File: config.mk
export PLATFORM = sky130hd
export DESIGN_NAME = vxs_sequencer
export DESIGN_NICKNAME = d
export VERILOG_FILES = /design/src/verilog/vxs_pkg.sv /design/src/verilog/vxs_arbiter.sv /design/src/verilog/vxs_sequencer.sv
export VERILOG_INCLUDE_DIRS = /design/src /design/src/verilog
export SDC_FILE = /design/constraint.sdc
export NUM_CORES = 2
export LEC_CHECK = 0
export BUFFER_PORTS_ARGS = -buffer_cell sky130_fd_sc_hd__buf_2
export CAP_MARGIN = 15
export CORE_ASPECT_RATIO = 1.75
export CORE_MARGIN = 3
export CORE_UTILIZATION = 40
export DETAILED_ROUTE_END_ITERATION = 6
export GPL_TIMING_DRIVEN = 0
export SLEW_MARGIN = 20
export SYNTH_ARGS = -nofsm -noshare
export SYNTH_HDL_FRONTEND = slang
export SYNTH_SLANG_ARGS = --single-unit
export TNS_END_PERCENT = 30
File: constraint.sdc
create_clock -name clk -period 54 [get_ports clk]
set_input_delay 5.4 -clock clk [delete_from_list [all_inputs] [get_ports clk]]
set_output_delay 5.4 -clock clk [all_outputs]
set_load 0.005 [all_outputs]
File: src/verilog/vxs_defs.svh
// constants for the vectored exception sequencer
`ifndef VXS_DEFS_SVH
`define VXS_DEFS_SVH

`define VXS_NUM_VEC      128
`define VXS_TABLE_SIZE   256
`define VXS_WORD_W       24
`define VXS_OFS_RESET    8'h00
`define VXS_OFS_STACK    8'h02
`define VXS_OFS_ILLEGAL  8'h04
`define VXS_OFS_DEBUG    8'h06
`define VXS_OFS_TRAP     8'h08
`define VXS_OFS_NMI      8'h0a
`define VXS_OFS_RSVD0    8'h0c
`define VXS_OFS_RSVD1    8'h0e
`define VXS_OFS_EXTA     8'h10
`define VXS_OFS_DMA0     8'h18
`define VXS_OFS_PERIPH1  8'h24
`define VXS_OFS_LAST     8'hfe
`define VXS_SRC_RSVD0    7'h06
`define VXS_SRC_RSVD1    7'h07
`define VXS_SRC_EXTA     7'h08
`define VXS_LVL_NMASK    2'h3
// the match must lie inside the mask or no word is ever a jump
`define VXS_SUBJ_MASK    24'hff0000
`define VXS_SUBJ_MATCH   24'h0d0000

`endif

File: src/verilog/vxs_pkg.sv
// types shared by the vectored exception sequencer
package vxs_pkg;

  typedef enum logic [2:0] {
    VXS_NORMAL  = 3'b000,
    VXS_FETCH0  = 3'b001,
    VXS_FETCH1  = 3'b010,
    VXS_INSERT  = 3'b011,
    VXS_WAIT    = 3'b100,
    VXS_STOP    = 3'b101
  } vxs_state_type;

  typedef struct packed {
    logic        valid;
    logic [6:0]  source;
    logic [1:0]  level;
  } vxs_grant_type;

  typedef struct packed {
    logic        req;
    logic [23:0] addr;
  } vxs_fetch_type;

endpackage

File: src/verilog/vxs_arbiter.sv
// priority arbiter over pending exception sources
`timescale 1ns/10ps
`include "vxs_defs.svh"

module vxs_arbiter
  import vxs_pkg::*;
(
  // pending state
  input  wire logic [127:0] pending,
  input  wire logic [255:0] levels,
  // status word mask
  input  wire logic [1:0]   mask_level_bits,
  // result
  output vxs_grant_type     grant
);

  // -------------------------------------------------------------------
  // arbitration
  // -------------------------------------------------------------------
  // level first, then lowest index; scanning downward keeps the lowest
  always_comb begin
    grant = '0;
    for (int lv = 0; lv < 4; lv++) begin
      for (int i = 127; i >= 0; i--) begin
        if (pending[i] && levels[2*i +: 2] == lv[1:0] &&
            (lv[1:0] >= mask_level_bits ||
             lv[1:0] == `VXS_LVL_NMASK) &&
            i != 6 && i != 7) begin
          grant.valid  = 1'b1;
          grant.source = i[6:0];
          grant.level  = lv[1:0];
        end
      end
    end
  end

endmodule

File: src/verilog/vxs_sequencer.sv
// vectored exception sequencer top: pending flags, fetch and insertion
`timescale 1ns/10ps
`include "vxs_defs.svh"

// Functional notes
// - each hardware request is synchronised, then sets its pending flag
// - a source holds at most one pending request, no queueing
// - arbiter drops requests below mask, picks highest remaining level
// - after selection freeze the program counter and fetch two words
// - insert both words, release program counter, rearbitrate
// - no subroutine jump in either word means fast, nothing pushed
// - a subroutine jump means long: release, push status and counter
// - every subroutine jump form, conditional or bit test, makes it long
// - 128 two-word vectors; address is base pointer plus source offset
// - first word from the start address, second from the next
// - level-3 offsets 00 to 0a fixed, 0c and 0e reserved
// - maskable offsets: external 10-16, dma 18-22, peripherals 24-fe
// - four levels; level 3 unmaskable, ties ranked within level
// - reset halts execution and restores predetermined values
// - wait stops most work until a qualifying event; clock runs
// - stop halts all; only reset, debug pin or request a wake it
// - requests below the two status mask bits are inhibited
// - at equal level the lower vector offset wins
// - edge requests latch on a falling edge, clear when serviced
// - a serviced internal request has its pending flag cleared

module vxs_sequencer
  import vxs_pkg::*;
(
  // clock and reset
  input  wire logic         clk,
  input  wire logic         reset,
  // core requests, index = vector offset / 2
  input  wire logic [127:0] request_lines,
  input  wire logic [127:0] edge_mode,
  input  wire logic [255:0] source_levels,
  // external request a and debug pin wake stop
  input  wire logic         external_request_a,
  input  wire logic         debug_event_pin,
  // status word and vector base pointer
  input  wire logic [23:0]  status_word,
  input  wire logic [23:0]  vector_base_pointer,
  // processing state commands from decode
  input  wire logic         wait_cmd,
  input  wire logic         stop_cmd,
  input  wire logic         reset_cmd,
  // fetch pipeline
  output vxs_fetch_type     vector_fetch,
  input  wire logic         fetch_ack,
  input  wire logic [23:0]  fetch_data,
  // insertion into the instruction stream
  output logic              insert_valid,
  output logic [23:0]       insert_word0,
  output logic [23:0]       insert_word1,
  output logic              insert_long,
  output logic [6:0]        insert_source,
  output logic              push_context,
  // program counter and core control
  output logic              program_counter_freeze,
  output logic              core_halt,
  output logic              core_reset,
  output logic              clock_gate
);

  // -------------------------------------------------------------------
  // helpers
  // -------------------------------------------------------------------
  // any subroutine-jump family opcode, conditional and bit-test too
  function automatic logic is_subroutine_jump(input logic [23:0] w);
    is_subroutine_jump = (w & `VXS_SUBJ_MASK) == `VXS_SUBJ_MATCH;
  endfunction

  function automatic logic [23:0] vector_addr(input logic [23:0] base,
                                              input logic [6:0]  src);
    vector_addr = base + {16'h0000, src, 1'b0};
  endfunction

  // -------------------------------------------------------------------
  // synchronisers and edge detection
  // -------------------------------------------------------------------
  logic [127:0] sync1_q;
  logic [127:0] sync2_q;
  logic [127:0] sync3_q;
  logic [1:0]   prime_q;

  // level sources are ignored until the chain holds real samples, since
  // the idle-high reset value would otherwise pend every level source
  always_ff @(posedge clk or posedge reset) begin
    if (reset) begin
      sync1_q <= '1;
      sync2_q <= '1;
      sync3_q <= '1;
      prime_q <= '0;
    end else begin
      prime_q <= {prime_q[0], 1'b1};
      sync1_q <= request_lines;
      sync2_q <= sync1_q;
      sync3_q <= sync2_q;
    end
  end

  // level sources assert high; edge sources fire on a falling transition
  logic [127:0] raw_event;
  always_comb begin
    for (int i = 0; i < 128; i++) begin
      if (edge_mode[i]) begin
        raw_event[i] = sync3_q[i] & ~sync2_q[i];
      end else begin
        raw_event[i] = sync2_q[i] & prime_q[1];
      end
    end
  end

  // -------------------------------------------------------------------
  // state
  // -------------------------------------------------------------------
  vxs_state_type state_q;
  vxs_grant_type grant;
  vxs_grant_type sel_q;
  logic [127:0]  pending_q;
  logic [127:0]  service_clr;
  logic [23:0]   word0_q;
  logic [23:0]   word1_q;

  vxs_arbiter u_arb (
    .pending         (pending_q),
    .levels          (source_levels),
    .mask_level_bits (status_word[9:8]),
    .grant           (grant)
  );

  // -------------------------------------------------------------------
  // pending flags
  // -------------------------------------------------------------------
  always_comb begin
    service_clr = '0;
    if (state_q == VXS_FETCH0) begin
      service_clr[sel_q.source] = 1'b1;
    end
  end

  // one flag per source; a repeat while set just stays set
  // the clear repeats every FETCH0 cycle; a fresh edge survives only in the last one
  always_ff @(posedge clk or posedge reset) begin
    if (reset) begin
      pending_q <= '0;
    end else if (reset_cmd) begin
      pending_q <= '0;
    end else begin
      pending_q <= (pending_q & ~service_clr) | raw_event;
    end
  end

  // -------------------------------------------------------------------
  // sequencer
  // -------------------------------------------------------------------
  logic wake_wait;
  logic wake_stop;
  assign wake_wait = grant.valid;
  assign wake_stop = debug_event_pin | ~external_request_a;

  always_ff @(posedge clk or posedge reset) begin
    if (reset) begin
      state_q <= VXS_NORMAL;
      sel_q   <= '0;
    end else if (reset_cmd) begin
      state_q <= VXS_NORMAL;
      sel_q   <= '0;
    end else begin
      unique case (state_q)
        VXS_NORMAL: begin
          if (grant.valid) begin
            sel_q   <= grant;
            state_q <= VXS_FETCH0;
          end else if (stop_cmd) begin
            state_q <= VXS_STOP;
          end else if (wait_cmd) begin
            state_q <= VXS_WAIT;
          end
        end
        VXS_FETCH0: begin
          if (fetch_ack) begin
            state_q <= VXS_FETCH1;
          end
        end
        VXS_FETCH1: begin
          if (fetch_ack) begin
            state_q <= VXS_INSERT;
          end
        end
        VXS_INSERT: begin
          state_q <= VXS_NORMAL;
        end
        VXS_WAIT: begin
          if (wake_wait) begin
            state_q <= VXS_NORMAL;
          end
        end
        VXS_STOP: begin
          if (wake_stop) begin
            state_q <= VXS_NORMAL;
          end
        end
        default: begin
          state_q <= VXS_NORMAL;
        end
      endcase
    end
  end

  // -------------------------------------------------------------------
  // vector word capture
  // -------------------------------------------------------------------
  always_ff @(posedge clk or posedge reset) begin
    if (reset) begin
      word0_q <= '0;
      word1_q <= '0;
    end else begin
      if (state_q == VXS_FETCH0 && fetch_ack) begin
        word0_q <= fetch_data;
      end
      if (state_q == VXS_FETCH1 && fetch_ack) begin
        word1_q <= fetch_data;
      end
    end
  end

  // -------------------------------------------------------------------
  // fetch request
  // -------------------------------------------------------------------
  always_ff @(posedge clk or posedge reset) begin
    if (reset) begin
      vector_fetch <= '0;
    end else if (reset_cmd) begin
      vector_fetch <= '0;
    end else if (state_q == VXS_NORMAL && grant.valid) begin
      vector_fetch.req  <= 1'b1;
      vector_fetch.addr <= vector_addr(vector_base_pointer, grant.source);
    end else if (state_q == VXS_FETCH0 && fetch_ack) begin
      vector_fetch.addr <= vector_fetch.addr + 24'h000001;
    end else if (state_q == VXS_FETCH1 && fetch_ack) begin
      vector_fetch <= '0;
    end
  end

  // -------------------------------------------------------------------
  // insertion outputs
  // -------------------------------------------------------------------
  logic long_type;
  assign long_type = is_subroutine_jump(word0_q) |
                     is_subroutine_jump(word1_q);

  always_ff @(posedge clk or posedge reset) begin
    if (reset) begin
      insert_valid  <= 1'b0;
      insert_word0  <= '0;
      insert_word1  <= '0;
      insert_long   <= 1'b0;
      insert_source <= '0;
      push_context  <= 1'b0;
    end else begin
      insert_valid <= state_q == VXS_INSERT;
      push_context <= state_q == VXS_INSERT && long_type;
      if (state_q == VXS_INSERT) begin
        insert_word0  <= word0_q;
        insert_word1  <= word1_q;
        insert_long   <= long_type;
        insert_source <= sel_q.source;
      end
    end
  end

  // -------------------------------------------------------------------
  // core control
  // -------------------------------------------------------------------
  // program counter held from selection until the pair is handed over
  assign program_counter_freeze = state_q == VXS_FETCH0 ||
                                  state_q == VXS_FETCH1 ||
                                  state_q == VXS_INSERT;
  assign core_halt  = state_q == VXS_WAIT || state_q == VXS_STOP;
  assign clock_gate = state_q == VXS_STOP;
  assign core_reset = reset | reset_cmd;

endmodule

## After elaboration in Yosys (flattened, before gate mapping)

Cells that the tools add are included.

| word-level totals | value |
|---|---|
| flip-flop bits (word level) | 655 |
| bits of input ports | 592 |
| output and inout port bits | 87 |
| word-level logic and storage cells | 2483 |

| cells by class | value |
|---|---|
| $add $sub $neg | 2 |
| order comparisons | 5 |
| equal/unequal tests | 391 |
| mux-type cells | 653 |
| bitwise logic cells | 391 |
| reductions and logical operators | 1024 |

Operators with widths:

| cell | number |
|---|---|
| two-way mux 10 bit | 504 |
| logical AND 1 bit | 887 |
| equality test 2 bit (second input constant) | 252 |
| AND 1 bit | 256 |
| two-way mux 128 bit | 2 |
| equality test 2 x 1 -> 1 bit (second input constant) | 126 |
| zero test 2 bit | 126 |
| two-way mux 1 bit | 130 |
| inverter 1 bit | 129 |
| AND 128 bit | 1 |
| inverter 128 bit | 1 |
| OR 128 bit | 1 |
| two-way mux 25 bit | 3 |
| two-way mux 9 bit | 3 |
| adder 24 x 1 -> 24 bit (second input constant) | 1 |
| adder 24 x 8 -> 24 bit | 1 |
| two-way mux 24 bit | 1 |
| two-way mux 3 bit | 8 |
| equality test 8 x 4 -> 1 bit (second input constant) | 2 |
| case mux 3 bit (5 select lines) | 1 |
| != test 3 bit (second input constant) | 3 |
| < comparator 7 x 8 -> 1 bit (second input constant) | 1 |
| demux 1 bit (select 7 bit) | 1 |
| greater-or-equal comparator 7 x 1 -> 1 bit (second input constant) | 1 |
| other kinds (15) | 25 |

## Logic depth before layout (Yosys ltp)

| logic depth | value |
|---|---|
| depth after elaboration | 510 |
| gate-level depth with buffers | 29 |
| depth with buffers taken out | 22 |

## Cells and area by module

Synthesis repeated with hierarchy kept, for this count alone.

| second synthesis, totals | value |
|---|---|
| cell total of the unflattened synthesis | 3882 |
| area, all modules | 36054.6 um^2 |

By module, submodules not included:

| module | times used | cells each | area an instance (um^2) |
|---|---|---|---|
| vxs_sequencer | 1 | 1915 | 23724.0 |
| vxs_arbiter | 1 | 1967 | 12330.6 |

## Worst setup path after synthesis

OpenSTA, ideal clock, no wires.

| timing path | value |
|---|---|
| path kind | input to output |
| start point | in reset_cmd |
| end point | out core_reset |
| arrival | 6.072 ns |
| path slack | 42.528 ns |
| stages | 3 |
| cells stage by stage | clkbuf_1 > clkbuf_1 > or2_2 |

| between the ends | value |
|---|---|
| longest elaborated chain between the ends | 1 |

Ends and longest elaborated chain:

| item | RTL line | text |
|---|---|---|
| start: declaration | vxs_sequencer.sv:46 | `input wire logic reset_cmd,` |
| OR 1 bit | vxs_sequencer.sv:282 | `assign core_reset = reset \| reset_cmd;` |
| end: declaration | vxs_sequencer.sv:61 | `output logic core_reset,` |

Every way passes these cells.

==> reports/metrics.cfg <==
[status]
run_status=completed

[routing]
wirelength_um=177000
antenna_left=0
via_per_instance_ratio=6.18
detailedRoute.firstPassIterationCount=6
detailedRoute.firstIterationViolations=3488
num_vias=36000
drt_drc_violations_left=0
wl_per_cell_um=30.3

[worst_setup_path]
worst_setup_path_start_kind=input port
critical_path.endpoint_type=flip-flop
path_class=input port to flip-flop
cp.required_ns=54.54
crit_path_max_incr_delay_ns=0.92
critical_path_buf_inv_count=10
cp.arrival_ns=14.51
critical_path.max_fanout=10
cpMaxStageDelayCell=buf_1
critPathTopFamily=buffers and inverters
critical-path-top-cell-by-count=buf_2

[power]
leakagePower_uw=0.0184
power-per-cell-area_mw_per_mm2=32.9
vdd_drop_max_uv=36.4

[finish]
finish.net_count=5164
final_cells=5831
post_route_cells_drive_above_1_share=0.291
post-route-cell-area_mm2=0.0428
area_growth_syn_to_layout_pct=20.2
final_common_cell=buf_2
layout.cells.most_common_list=buf_2 (681), nand2_1 (631), dfstp_2 (378)

[synth]
synth_cell_type_count=94
synth-seq-cells=647
synth_nets=4445
synth_warnings=0
synth_area_mm2=0.0356
ys_seq_area_frac=0.468
share_of_async_settable_or_async_resettable_flops_after_synthesis=1.00
syn-mean-instance-area_um2=9.26
postSynthCellCount=3846
synth_enable_flop_cells=0
postSynth.topFlopCell=dfstp_2

[sta]
grt_setup_unrepaired=false
max_freq_ghz=0.0715
period_needed_ns=13.98
slew-limit-headroom=0.144
timing.final.crit_share=0.259
final-setup-viol-count=0
final-max-slew-violation-count=0
worst_clock_skew_ns=0.0239
hold_viol_final=0
transition_at_the_pin_with_the_smallest_max_transition_slack_ns=1.25
final_sum_of_negative_setup_slack_ns=0

[die]
io_pins=679
initial_core_util=0.404
fp.dieW_um=232
core_mm2=0.0881
std_cell_rows=144
die_area_mm2=0.0928
die_height_um=401

[run]
maxCapViolations=0

[grt]
grt_max_degree=112
grt_first_pass_wirelength_um=247000
gr-usage-all-layers=0.369
antenna_found_initial=81
grt_pass1_vias=36000
aggregate_global_routing_overflow=0

[clocking]
cts_root_buffer=clkbuf_16
htree_num_levels=2
ctsResizeCount=0
cts_setup_buffers=0
cts_inserted_buffers=59
cts_buffer_depth=3
clock-sinks=647
cts_tree=built
cts-hold-fix-buffers=0
clk_transition_reported_paths_ns=0.07
clk-insertion-delay-late_ns=0.66

[worst_hold_path]
min-delay-path-class=flip-flop to flip-flop

[placement]
hpwlAfterDp_um=144000
gp_congestion=1.09
port_bufs=647
placed_cell_area_mm2=0.0406
dp_cells=5672

layer usage:
metal	GRT usage	wire length [µm]	vias to the layer above
li1	-	-	15900
met1	0.381	59100	17500
met2	0.628	85100	1874
met3	0.101	15500	646
met4	0.287	16700	58
met5	0	402	-
through the flow:
stage	hold slack [ns]	util	total power [µW]	setup slack, ns
2_1_floorplan	0.331	-	779	31.10
3_3_place_gp	0.332	0.458	949	24.08
3_5_place_dp	0.336	0.461	957	39.67
4_1_cts	0.342	0.484	1410	40.34
5_1_grt	0.342	0.485	1470	39.92
6_report	0.338	0.486	1410	40.02
cells in the mapped netlist, drive strengths merged, types with 21 or more instances:
cell type / instances / area [µm²]
a2111oi: 25 / 233
a211oi: 31 / 248
a21o: 21 / 158
a21oi: 280 / 1400
a31oi: 42 / 263
a41oi: 21 / 184
and2: 31 / 194
and3: 27 / 169
and3b: 23 / 201
buf: 56 / 283
clkbuf: 69 / 259
dfrtp: 269 / 6730
dfstp: 378 / 9930
inv: 43 / 161
mux2: 48 / 541
nand2: 632 / 2370
nand2b: 47 / 294
nand3: 210 / 1050
nand3b: 122 / 916
nand4: 82 / 513
nor2: 230 / 863
nor2b: 30 / 188
nor3: 63 / 315
nor3b: 87 / 653
nor4: 61 / 394
nor4bb: 88 / 881
o211ai: 25 / 188
o21ai: 275 / 1380
o22a: 129 / 1130
o31ai: 21 / 158
or3b: 57 / 499
or4: 24 / 180
report_power, final:
group	switching (µW)	leakage [µW]	total, µW	internal [µW]
clock network	197	0.00102	449	252
registers	49.9	0.00744	610	560
logic	220	0.00990	348	128
total	467	0.0184	1410	940
area by class of cell:
type,count,area (µm²)
Timing Repair Buffer,658,3440
Sequential cell,647,16700
Clock buffer,83,1740
Buffer,125,556
Antenna cell,47,118
Fill cell,8670,45300
Inverter,43,169
Clock inverter,29,347
Multi-Input combinational cell,3031,18300
Tap cell,1168,1460
path summary, 6_finish.rpt:
kind / end / slack [ns] / from / cells past startpoint
worst min-delay path: sync2_q[33]$_DFF_PP1_ / 0.34 / sync1_q[33]$_DFF_PP1_ / 0
max in group asynchronous: sync2_q[46]$_DFF_PP1_ / 46.90 / reset / 6
min in group asynchronous: insert_word1[10]$_DFFE_PP0P_ / 4.80 / reset / 2
worst max-delay path: vector_fetch[23]$_DFFE_PP0P_ / 40.02 / status_word[8] / 27
worst max register to register: vector_fetch[12]$_DFFE_PP0P_ / 46.21 / pending_q[88]$_DFF_PP0_ / 20
worst min register to register: sync2_q[33]$_DFF_PP1_ / 0.34 / sync1_q[33]$_DFF_PP1_ / 0
state kept, by name, summed over array words and instances, names as in the netlist:
name and count:
pending_q 126, sync1_q 126, sync2_q 126, sync3_q 126, vector_fetch 25, insert_word0 24, insert_word1 24, word0_q 24
word1_q 24, insert_source 7, sel_q 7, state_q 3, prime_q 2, insert_long 1, insert_valid 1, push_context 1
cell families (layout without fill, tap and decap cells):
| family | Yosys count | count (layout) | share of synthesized area |
|---|---|---|---|
| AO/OA/AOI/OAI | 1034 | 1034 | 0.190 |
| XOR/XNOR | 22 | 22 | 0.00541 |
| adder cells (fa/ha/maj) | 9 | 9 | 0.00323 |
| multiplexers | 55 | 55 | 0.0171 |
| buffers and inverters | 168 | 938 | 0.0197 |
| AND/OR/NAND/NOR | 1910 | 1910 | 0.296 |
| flip-flops | 647 | 647 | 0.468 |
| other | 1 | 48 | 0.000105 |
(Power assumes the default switching activity.)
